## src/rst_cfg_pkg.sv

```systemverilog
// How it works
// RULE_01 - reset pin low holds all registers default
// RULE_02 - reset pin release starts boot controller
// RULE_03 - controller pulses reset pin at least 1us
// RULE_04 - hard reset spares iface, itself, address, if-field
// RULE_05 - hard reset: writes accepted, reads refused
// RULE_06 - hard clear resamples test, select; keeps iface
// RULE_07 - boot starts 1 to 3us after hard clear
// RULE_08 - soft reset spares iface, both bits, address, cfgstatus
// RULE_09 - soft reset never starts boot controller
// RULE_10 - host waits 100us and boot done first; host waits out the 100us only, not boot done
// RULE_11 - eight stored configs chosen by select pins
// RULE_12 - iface pins 11 choose external source; code only sets ext_src, the same stored table serves both
// RULE_13 - test,000,11 at release enters direct write mode
// RULE_14 - direct write mode drives miso continuously
// RULE_15 - pin0 follows boot done via 0x1F, 0x04
// RULE_16 - writers put zero in reserved bits
// RULE_17 - read-only fields ignore writes
// RULE_18 - live status read-only; latched bits write-one-clear
// RULE_19 - latched bit raises request only when enabled
// RULE_20 - configuration fields default while in reset
// RULE_21 - address 0 is bank select, switches upper map
// RULE_22 - bit 7 most significant in each register
// RULE_23 - boot done sits at bit 7 of 43h
// RULE_24 - boot done set when config fully applied
package rst_cfg_pkg;
	// timing, figures in ns at the 50 MHz clock
	localparam int CLK_PERIOD_NS = 20;
	localparam int RST_HOLD_NS = 1000;
	localparam int RST_HOLD_CYC = (RST_HOLD_NS + CLK_PERIOD_NS - 1) / CLK_PERIOD_NS;
	localparam int HARD_RESET_BIT_MIN_NS = 1000;
	localparam int HARD_RESET_BIT_MAX_NS = 3000;
	localparam int HARD_RESET_BIT_MIN_CYC = (HARD_RESET_BIT_MIN_NS + CLK_PERIOD_NS - 1) / CLK_PERIOD_NS;
	localparam int HARD_RESET_BIT_MAX_CYC = HARD_RESET_BIT_MAX_NS / CLK_PERIOD_NS;
	// aim mid-window so both bounds keep margin
	localparam int HARD_RESET_BIT_DELAY_CYC = (HARD_RESET_BIT_MIN_CYC + HARD_RESET_BIT_MAX_CYC) / 2;
	localparam int SETTLE_NS = 100000;
	localparam int SETTLE_CYC = SETTLE_NS / CLK_PERIOD_NS;
	localparam int BOOT_CYC_DEF = 16;
	localparam int EE_AW_DEF = 6;
	////////////////////////////////////////////////////////////////////////
	// device register offsets
	localparam logic [15:0] A_BANK = 16'h0000;
	localparam logic [15:0] A_MCR = 16'h0001;
	localparam logic [15:0] A_PFC1 = 16'h000B;
	localparam logic [15:0] A_P0SS = 16'h000D;
	localparam logic [15:0] A_SADDR = 16'h0011;
	localparam logic [15:0] A_CONFIG_STATUS_REG = 16'h0040;
	localparam logic [15:0] A_GISR = 16'h0043;
	// fields
	localparam int BANK_BIT = 7;
	localparam int SOFT_BIT = 7;
	localparam int HARD_BIT = 6;
	localparam int BD_BIT = 7;
	localparam int BD_IE_BIT = 6;
	localparam logic [7:0] MCR_MASK = 8'hC0;
	localparam logic [7:0] SADDR_MASK = 8'h7F;
	localparam logic [7:0] SADDR_RST = 8'h74;
	localparam logic [7:0] PFC1_RST = 8'h00;
	localparam logic [7:0] P0SS_RST = 8'h00;
	localparam logic [7:0] SS_BOOT_DONE = 8'h1F;
	localparam logic [3:0] FN_STATUS_OUT = 4'h4;
	localparam logic [2:0] AC_DIRECT = 3'h0;
	localparam logic [1:0] IF_EXT = 2'h3;
	// stored configurations, entry 0 rightmost
	localparam logic [7:0][7:0] CFG_P0SS = 64'h00000000_0000001F;
	localparam logic [7:0][7:0] CFG_PFC1 = 64'h00000000_00000004;
	////////////////////////////////////////////////////////////////////////
	// host register offsets (byte addresses)
	localparam logic [7:0] H_CTRL = 8'h00;
	localparam logic [7:0] H_STRAP = 8'h04;
	localparam logic [7:0] H_CMD = 8'h08;
	localparam logic [7:0] H_STAT = 8'h0C;
	localparam int CMD_WE_BIT = 24;
	////////////////////////////////////////////////////////////////////////
	typedef enum logic [4:0] {
		DS_SAMPLE = 5'h01,
		DS_HOLD = 5'h02,
		DS_DELAY = 5'h04,
		DS_BOOT = 5'h08,
		DS_RUN = 5'h10
	} dev_state_t;
	typedef enum logic [3:0] {
		HS_IDLE = 4'h1,
		HS_RST = 4'h2,
		HS_SETTLE = 4'h4,
		HS_BUSY = 4'h8
	} host_state_t;
	typedef struct packed {
		dev_state_t st;
		logic [7:0] cnt;
		logic [7:0] bank;
		logic [7:0] mcr;
		logic [7:0] saddr;
		logic [7:0] pfc1;
		logic [7:0] p0ss;
		logic [1:0] ifs;
		logic test;
		logic [2:0] ac;
		logic ext_src;
		logic cfgd;
		logic dmode;
		logic bdone;
		logic bd_ie;
		logic ack;
		logic [7:0] rdata;
		logic miso_oe;
		logic gpio0;
		logic irq;
	} dev_regs_t;
	typedef struct packed {
		host_state_t st;
		logic [15:0] cnt;
		logic settled;
		logic [5:0] strap;
		logic [24:0] cmd;
		logic pin_n;
		logic req;
		logic [7:0] rdata;
		logic ack;
		logic [31:0] dat;
	} host_regs_t;
endpackage : rst_cfg_pkg

```

## src/rst_cfg_if.sv

```systemverilog
`timescale 1ns/100ps
`default_nettype none
interface rst_cfg_if;
	logic ext_reset_pin_n;
	logic test_pin;
	logic [2:0] autoconfig_select_pins;
	logic [1:0] if_select_pins;
	logic reg_req;
	logic reg_we;
	logic [15:0] reg_addr;
	logic [7:0] reg_wdata;
	logic reg_ack;
	logic [7:0] reg_rdata;
	logic miso_oe;
	logic gpio0;
	logic irq;
	modport dev (
		input ext_reset_pin_n, test_pin, autoconfig_select_pins, if_select_pins,
		input reg_req, reg_we, reg_addr, reg_wdata,
		output reg_ack, reg_rdata, miso_oe, gpio0, irq
	);
	modport host (
		output ext_reset_pin_n, test_pin, autoconfig_select_pins, if_select_pins,
		output reg_req, reg_we, reg_addr, reg_wdata,
		input reg_ack, reg_rdata, miso_oe, gpio0, irq
	);
endinterface : rst_cfg_if
`default_nettype wire

```

## src/reset_and_autoconfig_control.sv

```systemverilog
// Decided for this implementation: the Wishbone register port.
`timescale 1ns/100ps
`default_nettype none
module reset_and_autoconfig_control #(
	parameter int BOOT_CYC = rst_cfg_pkg::BOOT_CYC_DEF,
	parameter int EE_AW = rst_cfg_pkg::EE_AW_DEF
) (
	input wire logic clk_i,
	input wire logic rst_b_i,
	rst_cfg_if.dev link,
	output logic boot_done_o,
	output logic direct_mode_o
);
	rst_cfg_pkg::dev_regs_t r;
	rst_cfg_pkg::dev_regs_t n;
	logic [7:0] ee_mem [2**EE_AW];
	logic areset_n;
	logic take;
	logic ee_sel;
	logic ee_hit;
	logic [EE_AW-1:0] ee_idx;
	logic [7:0] ee_rdata;
	logic [7:0] cfg_status;
	logic [7:0] glob_status;
	logic [7:0] script_p0ss;
	logic [7:0] script_pfc1;

	////////////////////////////////////////////////////////////////////////
	// the pin acts as an asynchronous reset beside the system reset
	assign areset_n = rst_b_i & link.ext_reset_pin_n; // RULE_01
	// one take per request: the host drops req on the edge that sees ack
	assign take = link.reg_req & ~r.ack;
	// address 0 never leaves the register bank
	assign ee_sel = (r.dmode | r.bank[rst_cfg_pkg::BANK_BIT]) & (link.reg_addr != rst_cfg_pkg::A_BANK); // RULE_21
	assign ee_hit = ee_sel & ((link.reg_addr >> EE_AW) == 16'h0000);
	assign ee_idx = link.reg_addr[EE_AW-1:0];
	// out-of-range memory reads answer zero rather than wrapping onto a low place
	assign ee_rdata = ee_hit ? ee_mem[ee_idx] : 8'h00;

	////////////////////////////////////////////////////////////////////////
	// readable status words, bit 7 most significant
	assign cfg_status = {r.cfgd, 1'b0, r.ifs, r.test, r.ac}; // RULE_22
	assign glob_status = {r.bdone, r.bd_ie, 6'h00}; // RULE_23
	// script chosen by the straps caught at release or hard clear; one table serves both sources
	assign script_p0ss = rst_cfg_pkg::CFG_P0SS[r.ac]; // RULE_11
	assign script_pfc1 = rst_cfg_pkg::CFG_PFC1[r.ac]; // RULE_11

	////////////////////////////////////////////////////////////////////////
	// next state: host writes first, hardware events after, resets last
	always_comb begin
		n = r;
		n.ack = take;
		n.rdata = 8'h00;

		// register writes stay open under hard reset so it can be cleared
		if (take && link.reg_we && !ee_sel) begin // RULE_05
			unique case (link.reg_addr)
				rst_cfg_pkg::A_BANK: begin
					// only the select bit is stored; the rest reads back zero
					n.bank = 8'h00;
					n.bank[rst_cfg_pkg::BANK_BIT] = link.reg_wdata[rst_cfg_pkg::BANK_BIT]; // RULE_21
				end
				rst_cfg_pkg::A_MCR: n.mcr = link.reg_wdata & rst_cfg_pkg::MCR_MASK;
				rst_cfg_pkg::A_PFC1: n.pfc1 = link.reg_wdata;
				rst_cfg_pkg::A_P0SS: n.p0ss = link.reg_wdata;
				rst_cfg_pkg::A_SADDR: n.saddr = link.reg_wdata & rst_cfg_pkg::SADDR_MASK;
				rst_cfg_pkg::A_GISR: begin
					n.bd_ie = link.reg_wdata[rst_cfg_pkg::BD_IE_BIT];
					if (link.reg_wdata[rst_cfg_pkg::BD_BIT]) begin
						n.bdone = 1'b0; // RULE_18
					end
				end
				default: ; // status and unmapped offsets ignore writes RULE_17
			endcase
		end

		// reads answer zero while the hard reset bit stands
		if (take && !link.reg_we && !r.mcr[rst_cfg_pkg::HARD_BIT]) begin // RULE_05
			if (ee_sel) begin
				n.rdata = ee_rdata;
			end else begin
				unique case (link.reg_addr)
					rst_cfg_pkg::A_BANK: n.rdata = r.bank;
					rst_cfg_pkg::A_MCR: n.rdata = r.mcr;
					rst_cfg_pkg::A_PFC1: n.rdata = r.pfc1;
					rst_cfg_pkg::A_P0SS: n.rdata = r.p0ss;
					rst_cfg_pkg::A_SADDR: n.rdata = r.saddr;
					rst_cfg_pkg::A_CONFIG_STATUS_REG: n.rdata = cfg_status; // RULE_22
					rst_cfg_pkg::A_GISR: n.rdata = glob_status; // RULE_23
					default: n.rdata = 8'h00;
				endcase
			end
		end

		// boot sequencing
		unique case (r.st)
			rst_cfg_pkg::DS_SAMPLE: begin
				// straps caught one clock after the pin releases
				n.test = link.test_pin;
				n.ac = link.autoconfig_select_pins;
				n.ifs = link.if_select_pins;
				n.ext_src = (link.if_select_pins == rst_cfg_pkg::IF_EXT); // RULE_12
				n.dmode = link.test_pin && (link.autoconfig_select_pins == rst_cfg_pkg::AC_DIRECT)
					&& (link.if_select_pins == rst_cfg_pkg::IF_EXT); // RULE_13
				// direct mode skips the script so the array stays free for writing
				n.cnt = 8'h00;
				n.st = n.dmode ? rst_cfg_pkg::DS_RUN : rst_cfg_pkg::DS_BOOT; // RULE_02
			end
			rst_cfg_pkg::DS_HOLD: begin
				if (!n.mcr[rst_cfg_pkg::HARD_BIT]) begin
					// interface pins deliberately not resampled
					// the delay is counted from the clearing write
					n.test = link.test_pin; // RULE_06
					n.ac = link.autoconfig_select_pins; // RULE_06
					n.cnt = 8'h00;
					n.st = rst_cfg_pkg::DS_DELAY;
				end
			end
			rst_cfg_pkg::DS_DELAY: begin
				n.cnt = r.cnt + 8'h01;
				// fixed count mid-window, so clock tolerance eats into neither bound
				if (r.cnt == 8'(rst_cfg_pkg::HARD_RESET_BIT_DELAY_CYC - 1)) begin // RULE_07
					n.cnt = 8'h00;
					n.st = rst_cfg_pkg::DS_BOOT;
				end
			end
			rst_cfg_pkg::DS_BOOT: begin
				n.cnt = r.cnt + 8'h01;
				if (r.cnt == 8'(BOOT_CYC - 1)) begin
					// the chosen script lands in one step at the end
					n.p0ss = script_p0ss; // RULE_11
					n.pfc1 = script_pfc1; // RULE_11
					n.bdone = 1'b1; // RULE_24
					n.cfgd = 1'b1;
					n.cnt = 8'h00;
					n.st = rst_cfg_pkg::DS_RUN;
				end
			end
			rst_cfg_pkg::DS_RUN: ;
			default: n.st = rst_cfg_pkg::DS_RUN;
		endcase

		// hard reset wins over soft; both sit after the write above
		if (n.mcr[rst_cfg_pkg::HARD_BIT]) begin
			// soft bit falls too, so clearing hard later never leaves the block held
			n.mcr = 8'h00;
			n.mcr[rst_cfg_pkg::HARD_BIT] = 1'b1; // RULE_04
			n.bank = 8'h00;
			n.pfc1 = rst_cfg_pkg::PFC1_RST;
			n.p0ss = rst_cfg_pkg::P0SS_RST;
			n.test = 1'b0;
			n.ac = 3'h0;
			n.cfgd = 1'b0;
			n.dmode = 1'b0;
			n.bdone = 1'b0;
			n.bd_ie = 1'b0;
			n.cnt = 8'h00;
			n.st = rst_cfg_pkg::DS_HOLD;
		end else if (n.mcr[rst_cfg_pkg::SOFT_BIT]) begin
			// config status and slave address survive
			n.bank = 8'h00; // RULE_08
			n.pfc1 = rst_cfg_pkg::PFC1_RST;
			n.p0ss = rst_cfg_pkg::P0SS_RST;
			n.bdone = 1'b0;
			n.bd_ie = 1'b0;
			n.cnt = 8'h00;
			n.st = rst_cfg_pkg::DS_RUN; // RULE_09
		end

		// outputs, all registered
		n.miso_oe = n.dmode | (take & ~link.reg_we); // RULE_14
		// pin and request use the next-state copy so they move with boot done
		n.gpio0 = (n.p0ss == rst_cfg_pkg::SS_BOOT_DONE)
			&& (n.pfc1[$bits(rst_cfg_pkg::FN_STATUS_OUT)-1:0] == rst_cfg_pkg::FN_STATUS_OUT)
			&& n.bdone;
		n.irq = n.bdone & n.bd_ie; // RULE_19
	end

	////////////////////////////////////////////////////////////////////////
	// every field takes its default while either reset is low
	always_ff @(posedge clk_i or negedge areset_n) begin
		if (!areset_n) begin
			r <= '0; // RULE_20
			r.st <= rst_cfg_pkg::DS_SAMPLE;
			r.saddr <= rst_cfg_pkg::SADDR_RST;
			r.pfc1 <= rst_cfg_pkg::PFC1_RST;
			r.p0ss <= rst_cfg_pkg::P0SS_RST;
		end else begin
			r <= n;
		end
	end

	// nonvolatile store: no reset, survives every reset kind
	// a place read before it was ever written returns unknowns
	always_ff @(posedge clk_i) begin
		if (take && link.reg_we && ee_hit) begin
			ee_mem[ee_idx] <= link.reg_wdata;
		end
	end

	////////////////////////////////////////////////////////////////////////
	assign link.reg_ack = r.ack;
	assign link.reg_rdata = r.rdata;
	assign link.miso_oe = r.miso_oe;
	assign link.gpio0 = r.gpio0;
	assign link.irq = r.irq;
	assign boot_done_o = r.bdone;
	assign direct_mode_o = r.dmode;
endmodule : reset_and_autoconfig_control
`default_nettype wire

```

## src/flat_wrapper.sv

```systemverilog
// flat-port wrapper written by rule: the top's interface ports become plain ports
module reset_and_autoconfig_control_flat 
#(
	parameter int BOOT_CYC = rst_cfg_pkg::BOOT_CYC_DEF,
	parameter int EE_AW = rst_cfg_pkg::EE_AW_DEF
)
  (clk_i, rst_b_i, boot_done_o, direct_mode_o, link_ext_reset_pin_n, link_test_pin, link_autoconfig_select_pins, link_if_select_pins, link_reg_req, link_reg_we, link_reg_addr, link_reg_wdata, link_reg_ack, link_reg_rdata, link_miso_oe, link_gpio0, link_irq);
  rst_cfg_if link_i ();
  input wire logic clk_i;
  input wire logic rst_b_i;
  output logic boot_done_o;
  output logic direct_mode_o;
  input wire logic [$bits(link_i.ext_reset_pin_n)-1:0] link_ext_reset_pin_n;
  input wire logic [$bits(link_i.test_pin)-1:0] link_test_pin;
  input wire logic [$bits(link_i.autoconfig_select_pins)-1:0] link_autoconfig_select_pins;
  input wire logic [$bits(link_i.if_select_pins)-1:0] link_if_select_pins;
  input wire logic [$bits(link_i.reg_req)-1:0] link_reg_req;
  input wire logic [$bits(link_i.reg_we)-1:0] link_reg_we;
  input wire logic [$bits(link_i.reg_addr)-1:0] link_reg_addr;
  input wire logic [$bits(link_i.reg_wdata)-1:0] link_reg_wdata;
  output wire logic [$bits(link_i.reg_ack)-1:0] link_reg_ack;
  output wire logic [$bits(link_i.reg_rdata)-1:0] link_reg_rdata;
  output wire logic [$bits(link_i.miso_oe)-1:0] link_miso_oe;
  output wire logic [$bits(link_i.gpio0)-1:0] link_gpio0;
  output wire logic [$bits(link_i.irq)-1:0] link_irq;
  assign link_i.ext_reset_pin_n = link_ext_reset_pin_n;
  assign link_i.test_pin = link_test_pin;
  assign link_i.autoconfig_select_pins = link_autoconfig_select_pins;
  assign link_i.if_select_pins = link_if_select_pins;
  assign link_i.reg_req = link_reg_req;
  assign link_i.reg_we = link_reg_we;
  assign link_i.reg_addr = link_reg_addr;
  assign link_i.reg_wdata = link_reg_wdata;
  assign link_reg_ack = link_i.reg_ack;
  assign link_reg_rdata = link_i.reg_rdata;
  assign link_miso_oe = link_i.miso_oe;
  assign link_gpio0 = link_i.gpio0;
  assign link_irq = link_i.irq;
  reset_and_autoconfig_control #(.BOOT_CYC(BOOT_CYC), .EE_AW(EE_AW)) u_core (.clk_i(clk_i), .rst_b_i(rst_b_i), .link(link_i), .boot_done_o(boot_done_o), .direct_mode_o(direct_mode_o));
endmodule
```

## config.mk

```make
export PLATFORM = sky130hd
export DESIGN_NAME = reset_and_autoconfig_control_flat
export DESIGN_NICKNAME = d
export VERILOG_FILES = /design/src/rst_cfg_pkg.sv /design/src/rst_cfg_if.sv /design/src/reset_and_autoconfig_control.sv /design/src/flat_wrapper.sv
export SDC_FILE = /design/constraint.sdc
export NUM_CORES = 1
export LEC_CHECK = 0
export BUFFER_PORTS_ARGS = -buffer_cell sky130_fd_sc_hd__buf_2
export CORE_ASPECT_RATIO = 1.1
export CORE_MARGIN = 10
export CORE_UTILIZATION = 35
export DETAILED_ROUTE_END_ITERATION = 8
export GPL_TIMING_DRIVEN = 0
export HOLD_SLACK_MARGIN = 0.02
export SLEW_MARGIN = 20
export SYNTH_ARGS = -nofsm -noshare
export SYNTH_HDL_FRONTEND = slang
export SYNTH_SLANG_ARGS = --single-unit
```

## constraint.sdc

```tcl
create_clock -name clk_i -period 3 [get_ports clk_i]
set_input_delay 0.3 -clock clk_i [delete_from_list [all_inputs] [get_ports clk_i]]
set_output_delay 0.3 -clock clk_i [all_outputs]
set_load 0.01 [all_outputs]
```

## Yosys cells after proc, flatten, opt, wreduce, memory -nomap -nowiden

Memory sizes are Yosys's and may differ from the RTL's.
Cells that the tools add are included.

- Register bits after elaboration: 74
- Bits in writable memories: 512
- ROM bits: 128
- Bits of input ports: 35
- Output and inout bits: 14
- Word-level logic and storage cells: 123
- Memories kept: 3

Memories:

| name | words | width | rd ports | clocked after Yosys merged registers in | write ports | RTL line | source |
|---|---|---|---|---|---|---|---|
| u_core.ee_mem | 64 | 8 | 1 | 0 | 1 | reset_and_autoconfig_control.sv:16 | `logic [7:0] ee_mem [2**EE_AW];` |
| (name not given) | 8 | 8 | 1 | 0 | 0 | reset_and_autoconfig_control.sv:45 | `assign script_p0ss = rst_cfg_pkg::CFG_P0SS[r.ac];` |
| (name not given) | 8 | 8 | 1 | 0 | 0 | reset_and_autoconfig_control.sv:46 | `assign script_pfc1 = rst_cfg_pkg::CFG_PFC1[r.ac];` |

- $add $sub $neg: 1
- Magnitude comparators: 1
- Eq/ne operators: 19
- Multiplexer cells: 39
- Bitwise logic cells: 10
- Reductions and logical operators: 30

Operators by type and width:

| operator | number |
|---|---|
| 2-to-1 mux 8 bit | 10 |
| 2-to-1 mux 16 bit | 4 |
| case mux 8 bit (7 select lines) | 1 |
| 2-to-1 mux 21 bit | 2 |
| 2-to-1 mux 40 bit | 1 |
| == test 16 x 4 -> 1 bit (second input constant) | 2 |
| == test 16 x 7 -> 1 bit (second input constant) | 2 |
| logical NOT 16 bit | 2 |
| 2-to-1 mux 13 bit | 2 |
| case mux 5 bit (5 select lines) | 1 |
| case mux 8 bit (3 select lines) | 1 |
| == test 16 x 1 -> 1 bit (second input constant) | 1 |
| == test 16 x 5 -> 1 bit (second input constant) | 1 |
| nonzero test 16 bit | 1 |
| 2-to-1 mux 2 bit | 5 |
| nonzero test 2 bit | 5 |
| logical AND 1 bit | 9 |
| adder 8 x 1 -> 8 bit (second input constant) | 1 |
| == test 8 x 4 -> 1 bit (second input constant) | 1 |
| == test 8 x 5 -> 1 bit (second input constant) | 1 |
| == test 8 x 7 -> 1 bit (second input constant) | 1 |
| 2-to-1 mux 1 bit | 8 |
| 2-to-1 mux 4 bit | 2 |
| != test 4 x 1 -> 1 bit (second input constant) | 2 |
| 21 further kinds | 34 |

## Longest topological paths before layout

Gate-level depths: netlist of run 1.

- Depth in word-level cells: 12
- Gate-level depth with buffers: 11
- Mapped depth without buffers: 7

## Worst setup path after synthesis of run 1

No wires, ideal clock.

- Path type: input to register
- From: input port link_reg_addr[2]
- To: memory u_core.ee_mem[31][0], enable pin
- Library setup time: 370 ps
- Data arrival time: 2291 ps
- Required time: 2630 ps
- Path slack: 338 ps
- Cell stages on the path: 7
- Buffers on the path: 4
- Cells stage by stage: buf_2 buf_2 buf_1 clkbuf_1 and3_1 nand3_1 nor2_1

- Cells in the longest elaborated chain, start to end: 6

Ends and longest elaborated chain:

| what | RTL line | source |
|---|---|---|
| start, declared | flat_wrapper.sv:19 | `input wire logic [$bits(link_i.reg_addr)-1:0] link_reg_addr;` |
| nonzero test 16 bit | reset_and_autoconfig_control.sv:34 | `assign ee_sel = (r.dmode \| r.bank[rst_cfg_pkg::BANK_BIT]) & (link.reg_addr != rst_cfg_pkg::A_BANK);` |
| bitwise AND 1 bit | reset_and_autoconfig_control.sv:34 |  |
| bitwise AND 1 bit | reset_and_autoconfig_control.sv:35 | `assign ee_hit = ee_sel & ((link.reg_addr >> EE_AW) == 16'h0000);` |
| logical AND 1 bit | reset_and_autoconfig_control.sv:196 | `if (take && link.reg_we && ee_hit) begin` |
| 2-to-1 mux 1 bit | reset_and_autoconfig_control.sv:196 |  |
| 2-to-1 mux 1 bit (implied by the code) | reset_and_autoconfig_control.sv:197 | `ee_mem[ee_idx] <= link.reg_wdata;` |
| end, declared | reset_and_autoconfig_control.sv:16 |  |

Several ways; a longest one is shown, not always the timed one.

## Worst setup path after layout of run 1

- From: input port link_reg_addr[2]
- To: memory u_core.ee_mem[58][6], enable pin

The elaborated chain is that of the path after synthesis.

==> metrics.cfg, run 1 <==
[pwr]
switching_power_w = 0.003655
power.internal_w = 0.01322
cellLeakagePower_nw = 8.962
power.density_mw_per_mm2 = 617.2
vdd_drop_max_uv = 462.6
combPwrFrac_pct = 5.1
p_sw_share_pct = 21.66
power_frac_clock_pct = 43.3
power_frac_seq_pct = 51.7

[logic_synthesis]
synth_top_family_by_area = multiplexers
synth-simple-area-share_pct = 5.872
ys_ff_latch = 573
syn-cell-area_mm2 = 0.02329
synth_cells = 1275
yosysSeqAreaShare_pct = 72.59
synthAdderAreaFrac_pct = 0.05372
synth_cell_types = 69
synth.avg_cell_area_um2 = 18.27
muxShareOfSynthArea_pct = 15.45
yosysWarnings = 0
synth-xor-area-share_pct = 0.07521
synth_edf_count = 512
synth_flop_cell = edfxtp_1
synth_compound_area_share_pct = 4.228
synthArstFlopShare_pct = 10.65

[route]
drc = 0
dr_total_vias = 13017
routed_wl_um = 61740
drt_iter0_markers = 1553
routed_via_density = 5.625
ant_nets = 0
first_pass_iters = 5
wl_per_cell_um = 26.68

[run_status]
violations = setup timing
outcome = complete, but fails checks

[sta]
fin_crit_sh_pct = 102.2
hold_viol = 0
tightest_slew_ns = 1.114
max-slew-margin-rel_pct = 25.74
rsz0062_at_grt = true
worst_slack_ns = -0.06689
fmax_ghz = 0.3261
final-setup-viol-count = 90
min_period_ns = 3.067
drv_slew = 0
fin_skew_ns = 0.01508

[placed_design]
detailed_place_hpwl_um = 39920
post-place-ws_ns = -1.898
gp_congestion = 0.8928
portBuffers = 46
dpl-instance-area_mm2 = 0.02469

[finish]
antenna_cells = 0
syn_to_final_growth_pct = 17.38
drive_above_1_share_pct = 29.19
layout_commonest_cell = edfxtp_1
fin_nets = 1445
layout_common_cells = edfxtp_1 (512), mux4_2 (118), mux2i_1 (70), clkbuf_16 (57), dfrtp_1 (56)
stdcell_area_mm2 = 0.02734

[floorplanning]
die_y_um = 290.6
ios = 49
die-area_mm2 = 0.07728
start_util_pct = 35.21
coreArea_mm2 = 0.06615
rows = 99
die_w_um = 266.0

[clocking]
clkTransAtPathRegs_ns = 0.06
root_buffer = clkbuf_16
clockBufferDepth = 3
clock_latency_ns = 0.63
cts_tree = done
numCtsBuffers = 57
clkSinkCount = 573
htree_levels = 2

[global_route]
track_usage_pct = 15.88
grt_max_degree = 72
grt-ovfl-total = 0
antenna_found_initial = 0
grt_pass1_wl_um = 90960
grt_pass1_vias = 13098

[setup_path]
crit_fanout = 10
start_kind = input port
required_ns = 3.25
crit_path_end_kind = flip-flop
path_class = in -> reg
crit_arrival_ns = 3.32

[flow_run]
cap_violations = 0

[worst_hold_path]
hold_path_class = in -> reg

## area by class of cell
cell class	count	area, um^2
fill	5849	38810
sequential	573	16910
multi-input combinational	632	6502
clock buffer	66	1470
tap	858	1074
timing repair buffer	71	530.5
clock inverter	40	437.9
buffer	66	386.6
inverter	8	30.03
## through the flow
step	power, W	TNS, ns	hold WS (ns)	util, %	cells
after floorplan	0.009303	0	0.3977	-	1283
after global placement	0.009677	-788.04	0.4797	37.23	2187
after detailed placement	0.009698	-793.76	0.2949	37.33	2189
after CTS	0.01697	-11.19	0.08106	41.14	2310
after global routing	0.01736	-1.545	0.1501	41.33	2314
final	0.01687	-3.698	0.1279	41.33	2314
## synthesized netlist by cell type (3+ instances only)
cell       number  area share [%]
edfxtp_1      512              66
mux4_2        118              11
nor2_1        105             1.7
mux2i_1        70             3.0
dfrtp_1        56             6.0
a21oi_1        34            0.73
nand2_1        34            0.55
a22oi_1        25            0.81
nand3_1        25            0.54
clkbuf_1       23            0.37
buf_2          22            0.47
nor2b_1        20            0.54
buf_4          17            0.55
a211oi_1       16            0.52
mux2_2         15            0.73
o21ai_0        14            0.30
nand2b_1       10            0.27
and3_1          9            0.24
nor3_1          9            0.19
o22ai_1         9            0.24
inv_1           8            0.13
buf_1           6           0.097
nand3b_1        6            0.19
nand4_1         6            0.16
a31oi_1         5            0.13
and2_1          5            0.13
dfstp_2         5            0.56
mux2_1          5            0.24
nor4_1          5            0.13
nor4b_1         5            0.19
a311oi_1        4            0.15
and4_1          4            0.15
o211ai_1        4            0.13
o21a_1          4            0.13
o21ai_1         4           0.086
a2111oi_0       3            0.11
o2111ai_1       3            0.11
o41ai_1         3            0.11
or3_1           3           0.081
or4_1           3           0.097
## layer usage
layer	up-vias	global-route usage (%)	part of all wire (%)
li1	5436	-	-
met1	6811	21.52	41
met2	647	25.28	48
met3	123	3.037	8.4
met4	0	5.354	3.1
met5	-	0	0
## state kept, by name, summed over array words and instances, names as in the netlist
register / count
u_core.ee_mem: 512
u_core.r: 39
u_core.link.reg_rdata: 8
u_core.cfg_status: 7
u_core.boot_done_o: 1
u_core.direct_mode_o: 1
u_core.glob_status: 1
u_core.link.gpio0: 1
u_core.link.irq: 1
u_core.link.miso_oe: 1
u_core.link.reg_ack: 1
## worst max-delay path, stage by stage
cell and delay, ns:
buf_2 0.15, buf_2 0.23, buf_4 0.27, buf_2 0.31, clkbuf_2 0.36, nor4_4 0.60
nand2_2 0.44, nor2_2 0.60
## final timing paths
kind,startpoint,to,slack (ns),cells after the start
max,link_reg_addr[2],u_core.ee_mem[58][6],-0.07,8
min,link_reg_we,u_core.link.reg_rdata[7],0.13,4
max reg2reg,u_core.link.reg_ack,u_core.ee_mem[30][3],0.15,6
min reg2reg,u_core.r[39],u_core.r[39],0.50,1
max in group asynchronous,link_ext_reset_pin_n,u_core.r[41],1.34,5
min in group asynchronous,rst_b_i,u_core.link.reg_rdata[3],0.38,3
## power groups by stage
stage / clock network (W) / registers, W / logic [W]
2_1_floorplan: 0 / 0.00888 / 0.000423
3_3_place_gp: 0 / 0.00889 / 0.000792
3_5_place_dp: 0 / 0.00888 / 0.000814
4_1_cts: 0.00741 / 0.00871 / 0.000845
5_1_grt: 0.00774 / 0.00871 / 0.000907
6_report: 0.00730 / 0.00871 / 0.000859
## cell families after synthesis
family | Yosys count
DFF | 573
and+or+nand+nor | 266
muxes | 209
AOI/OAI and AO/OA | 145
buffers and inverters | 78
xor gates and xnor gates | 2
adders and majority gates | 1
other | 1
## timing repair
action                                 4_1_cts  5_1_grt
setup buffers                                6        7
endpoints found under the hold margin       64        0
hold buffers                                10        0
pin swaps                                    5        2
resized for setup                          132       18
setup endpoints to repair                  512      180
Power figures use the tool's default switching activity.
==> inputs of run 2 (changes only) <==
--- a/config.mk
+++ b/config.mk
@@ -10,8 +10,9 @@
 export CORE_MARGIN = 10
 export CORE_UTILIZATION = 35
 export DETAILED_ROUTE_END_ITERATION = 8
-export GPL_TIMING_DRIVEN = 0
+export GPL_TIMING_DRIVEN = 1
 export HOLD_SLACK_MARGIN = 0.02
+export PLACE_DENSITY = 0.52
 export SLEW_MARGIN = 20
 export SYNTH_ARGS = -nofsm -noshare
 export SYNTH_HDL_FRONTEND = slang
==> metrics.cfg, run 2 (synthesized netlist as in run 1, its figures left out) <==
[worst_hold_path]
hold_path_class = in -> reg
hold_depth = 1
min_from = link_reg_wdata[1]
min_to = u_core.ee_mem[46][1]

[sta]
fmax_ghz = 0.3683
tightest_slew_ns = 0.9783
worst_slack_ns = 0.2846
drv_slew = 0
fin_crit_sh_pct = 90.51
setup_tns_ns = 0
min_period_ns = 2.715
rsz0062_at_grt = false
fin_skew_ns = 0.02802
max-slew-margin-rel_pct = 34.62
hold_viol = 0
final-setup-viol-count = 0

[finish]
layout_commonest_cell = edfxtp_1
syn_to_final_growth_pct = 17.40
fin_nets = 1509
layout_common_cells = edfxtp_1 (512), buf_4 (134), mux4_2 (118), nor2_1 (105), mux2i_1 (70)
largest-register = u_core.ee_mem
drive_above_1_share_pct = 27.53
nFillCells = 5961
largest_reg_flops = 512
antenna_cells = 0

[floorplanning]
die_y_um = 290.6
rows = 99
die_w_um = 266.0
start_util_pct = 35.21
die-area_mm2 = 0.07728
ios = 49
coreArea_mm2 = 0.06615

[global_route]
grt_pass1_vias = 13195
grt_max_degree = 68
antenna_found_initial = 2
track_usage_pct = 16.11
grt-ovfl-total = 0
grt_pass1_wl_um = 92480

[setup_path]
crit_fanout = 8
r2r-start = u_core.link.reg_ack
crit_arrival_ns = 3.03
required_ns = 3.32
worstReg2RegEnd = u_core.ee_mem[4][6]
crit_path_end_kind = flip-flop
r2r_slack_ns = 0.28
path_class = reg -> reg
start_kind = flip-flop
r2r_cells = 6

[route]
dr_total_vias = 12790
routed_wl_um = 62430
drt_iter0_markers = 1207
first_pass_iters = 5
routed_via_density = 5.374
wl_per_cell_um = 26.23
ant_nets = 0
drc = 0

[pwr]
power.internal_w = 0.01284
p_sw_share_pct = 21.81
switching_power_w = 0.003583
power.density_mw_per_mm2 = 600.7
cellLeakagePower_nw = 9.271
vdd_drop_max_uv = 448.9
combPwrFrac_pct = 5.2
power_frac_clock_pct = 41.8
power_frac_seq_pct = 53.1

[clocking]
cts-hold-fix-buffers = 11
clkSinkCount = 573
clkTransAtPathRegs_ns = 0.06
cts_tree = done
post_cts_buffers = 0
htree_levels = 2
numCtsBuffers = 58
clockBufferDepth = 3
clock_latency_ns = 0.63
root_buffer = clkbuf_16
ctsResizeCount = 0

[placed_design]
post-place-ws_ns = 0.08978
detailed_place_hpwl_um = 40700
portBuffers = 48
gp_congestion = 0.8307

[run_status]
outcome = finished clean

[flow_run]
cap_violations = 0

## run 2: cell count changes in the layout (fill, tap and decap cells not counted), moves of 4 or more
cell	change
buf_12	+5
buf_2	-10
buf_4	+98
bufinv_16	-5
clkbuf_1	-10
clkbuf_2	-6
clkinv_1	+8
clkinv_2	-4
nand2_1	+7
nand2_2	-4
nor2_1	+63
nor2_2	-12
nor2_4	-51
## run 2: cell type report
cell class,instances,area [um^2],area share (%)
sequential,573,16910,61.83
multi-input combinational,632,6017,22.01
timing repair buffer,200,1536,5.619
clock buffer,72,1504,5.500
tap,858,1074,3.926
clock inverter,37,275.3,1.007
inverter,8,30.03,0.1098
## run 2: how the worst max path moves through the flow
| stage | start | to | slack [ns] |
|---|---|---|---|
| 2_1_floorplan | link_reg_addr[2] | u_core.ee_mem[31][0] | 0.34 |
| 5_1_grt | u_core.link.reg_ack | u_core.ee_mem[12][4] | 0.13 |
| 3_5_place_dp | link_reg_addr[2] | u_core.link.miso_oe | 0.09 |
| 6_report | u_core.link.reg_ack | u_core.ee_mem[4][6] | 0.28 |
| 4_1_cts | u_core.direct_mode_o | u_core.link.miso_oe | 0.27 |
| 3_3_place_gp | link_reg_addr[2] | u_core.link.miso_oe | 0.06 |
## run 2: critical path, stage by stage (launching register included)
cell and delay (ns):
dfrtp_1 0.40, and3b_1 0.37, and4_1 0.37, and3_1 0.30, nand2_1 0.51, nor2_1 0.24, buf_4 0.22
## run 2: metal layers
metal | up-vias | part of all wire (%) | track usage [%]
li1 | 5565 | - | -
met1 | 6730 | 43 | 21.91
met5 | - | 0 | 0
met4 | 0 | 2.2 | 4.169
met2 | 411 | 49 | 26.26
met3 | 84 | 5.9 | 2.902
## run 2: power groups by stage
stage	Clock, W	Sequential [W]	Combinational, W
floorplan	0	0.00888	0.000423
CTS	0.00702	0.00871	0.000859
detailed placement	0	0.00888	0.000846
finish	0.00686	0.00871	0.000846
global route	0.00735	0.00871	0.000905
global placement	0	0.00888	0.000838
## run 2: through the flow
| stage | power (W) | hold slack (ns) | cells | utilization [%] | instance area (um^2) |
|---|---|---|---|---|---|
| 5_1_grt | 0.01696 | 0.08760 | 2380 | 41.34 | 27340 |
| 3_3_place_gp | 0.009719 | 0.2586 | 2260 | 38.48 | 25450 |
| 3_5_place_dp | 0.009728 | 0.2594 | 2260 | 38.48 | 25450 |
| 2_1_floorplan | 0.009303 | 0.3977 | 1283 | - | 23320 |
| 6_report | 0.01643 | 0.08832 | 2380 | 41.34 | 27340 |
| 4_1_cts | 0.01659 | 0.08319 | 2380 | 41.34 | 27340 |
==> inputs of run 3 (changes only) <==
--- a/config.mk
+++ b/config.mk
@@ -6,7 +6,7 @@
 export NUM_CORES = 1
 export LEC_CHECK = 0
 export BUFFER_PORTS_ARGS = -buffer_cell sky130_fd_sc_hd__buf_2
-export CORE_ASPECT_RATIO = 1.1
+export CORE_ASPECT_RATIO = 2
 export CORE_MARGIN = 10
 export CORE_UTILIZATION = 35
 export DETAILED_ROUTE_END_ITERATION = 8
==> metrics.cfg, run 3 (synthesized netlist as in run 1, its figures left out) <==
[placed_design]
portBuffers = 48
dpl-instance-area_mm2 = 0.02575
place_inst = 2306
detailed_place_hpwl_um = 47350
post-place-ws_ns = 0.1609
gp_congestion = 0.9004

[floorplanning]
die-area_mm2 = 0.07789
coreArea_mm2 = 0.06590
die_w_um = 202.4
ios = 49
rows = 133
die_y_um = 384.8
start_util_pct = 35.34

[sta]
max-slew-margin-rel_pct = 43.23
hold_viol = 0
fin_skew_ns = 0.02581
final-setup-viol-count = 0
fmax_ghz = 0.3845
rsz0062_at_grt = false
min_period_ns = 2.601
fin_crit_sh_pct = 86.69
worst_slack_ns = 0.3993
tightest_slew_ns = 0.8515
drv_slew = 0
setup_tns_ns = 0

[pwr]
p_sw_share_pct = 21.48
cellLeakagePower_nw = 9.367
vdd_drop_max_uv = 366.4
power_frac_clock_pct = 41.1
combPwrFrac_pct = 5.6
power_frac_seq_pct = 53.4
switching_power_w = 0.003505
power.internal_w = 0.01281
power.density_mw_per_mm2 = 593.4

[worst_hold_path]
hold_path_class = in -> reg

[flow_run]
cap_violations = 0

[global_route]
grt_pass1_wl_um = 98610
antenna_found_initial = 1
grt_pass1_vias = 13840
grt-ovfl-total = 0
track_usage_pct = 17.35
grt_max_degree = 68

[route]
dr_total_vias = 12805
drt_iter0_markers = 966
drc = 0
routed_via_density = 5.320
wl_per_cell_um = 28.14
routed_wl_um = 67740
first_pass_iters = 5
ant_nets = 0

[finish]
largest_reg_flops = 512
layout_commonest_cell = edfxtp_1
drive_above_1_share_pct = 28.56
nFillCells = 5959
antenna_cells = 0
stdcell_area_mm2 = 0.02750
layout_common_cells = edfxtp_1 (512), buf_4 (155), mux4_2 (118), nor2_1 (105), mux2i_1 (70)
layoutNonFillerInstCount = 2407
syn_to_final_growth_pct = 18.09
largest-register = u_core.ee_mem
fin_nets = 1527

[clocking]
clkSinkCount = 573
clockBufferDepth = 3
cts_tree = done
ctsResizeCount = 0
root_buffer = clkbuf_16
htree_levels = 2
cts-hold-fix-buffers = 10
clkTransAtPathRegs_ns = 0.07
clock_latency_ns = 0.61
numCtsBuffers = 50
post_cts_buffers = 0

[run_status]
outcome = finished clean

[setup_path]
required_ns = 3.50
start_kind = flip-flop
crit_fanout = 7
crit_arrival_ns = 3.10
path_class = reg -> reg
crit_path_end_kind = flip-flop

==> run 3: cell count changes in the layout (fill, tap and decap cells not counted), moves of 4 or more <==
cell        previous run  this run
clkinvlp_4             5         1
buf_12                 9        15
clkbuf_16             58        51
clkinv_1              16         9
buf_4                134       155
bufinv_16              3         7
==> run 3: cell type report <==
class	instances	area [um^2]	area share (%)
clock buffer	65	1349	4.904
clock inverter	26	300.3	1.092
inverter	8	30.03	0.1092
multi-input combinational	632	6016	21.87
sequential	573	16910	61.47
tap	877	1097	3.990
timing repair buffer	226	1804	6.560
==> run 3: critical path, stage by stage (launching register included) <==
cell and delay (ns):
dfrtp_1 0.47, or2_2 0.38, or4_1 0.66, nor4_4 0.27, nor2_1 0.18, buf_4 0.20
nor4b_1 0.32
==> run 3: layer usage <==
layer  up-vias  wire length (um)  track usage (%)
li1       5568                 -                -
met1      6749             23840            18.12
met2       347             38080            33.23
met3       141              2099            1.816
met4         0              3721            9.277
met5         -                 0                0
==> run 3: power by group through the flow <==
stage | logic, W | clock network [W] | registers, W
CTS | 0.000926 | 0.00687 | 0.00871
floorplan | 0.000423 | 0 | 0.00888
detailed placement | 0.000913 | 0 | 0.00888
global placement | 0.000906 | 0 | 0.00888
global route | 0.000959 | 0.00713 | 0.00871
finish | 0.000908 | 0.00670 | 0.00871
==> run 3: final timing paths <==
| path | start | to | slack (ns) | cells after the start |
|---|---|---|---|---|
| max in group asynchronous | link_ext_reset_pin_n | u_core.r[45] | 1.41 | 5 |
| worst max-delay path | u_core.direct_mode_o | u_core.r[73] | 0.40 | 6 |
| worst max register to register | u_core.direct_mode_o | u_core.r[73] | 0.40 | 6 |
| min in group asynchronous | rst_b_i | u_core.link.reg_rdata[4] | 0.32 | 3 |
| worst min-delay path | link_reg_wdata[0] | u_core.ee_mem[1][0] | 0.15 | 1 |
| worst min register to register | u_core.r[42] | u_core.r[42] | 0.50 | 1 |
==> run 3: metrics by stage <==
stage	util [%]	total power (W)	hold slack [ns]
2_1_floorplan	-	0.009303	0.3977
3_3_place_gp	39.08	0.009788	0.3058
3_5_place_dp	39.08	0.009796	0.2954
4_1_cts	41.74	0.01651	0.1194
5_1_grt	41.74	0.01679	0.1513
6_report	41.74	0.01632	0.1488
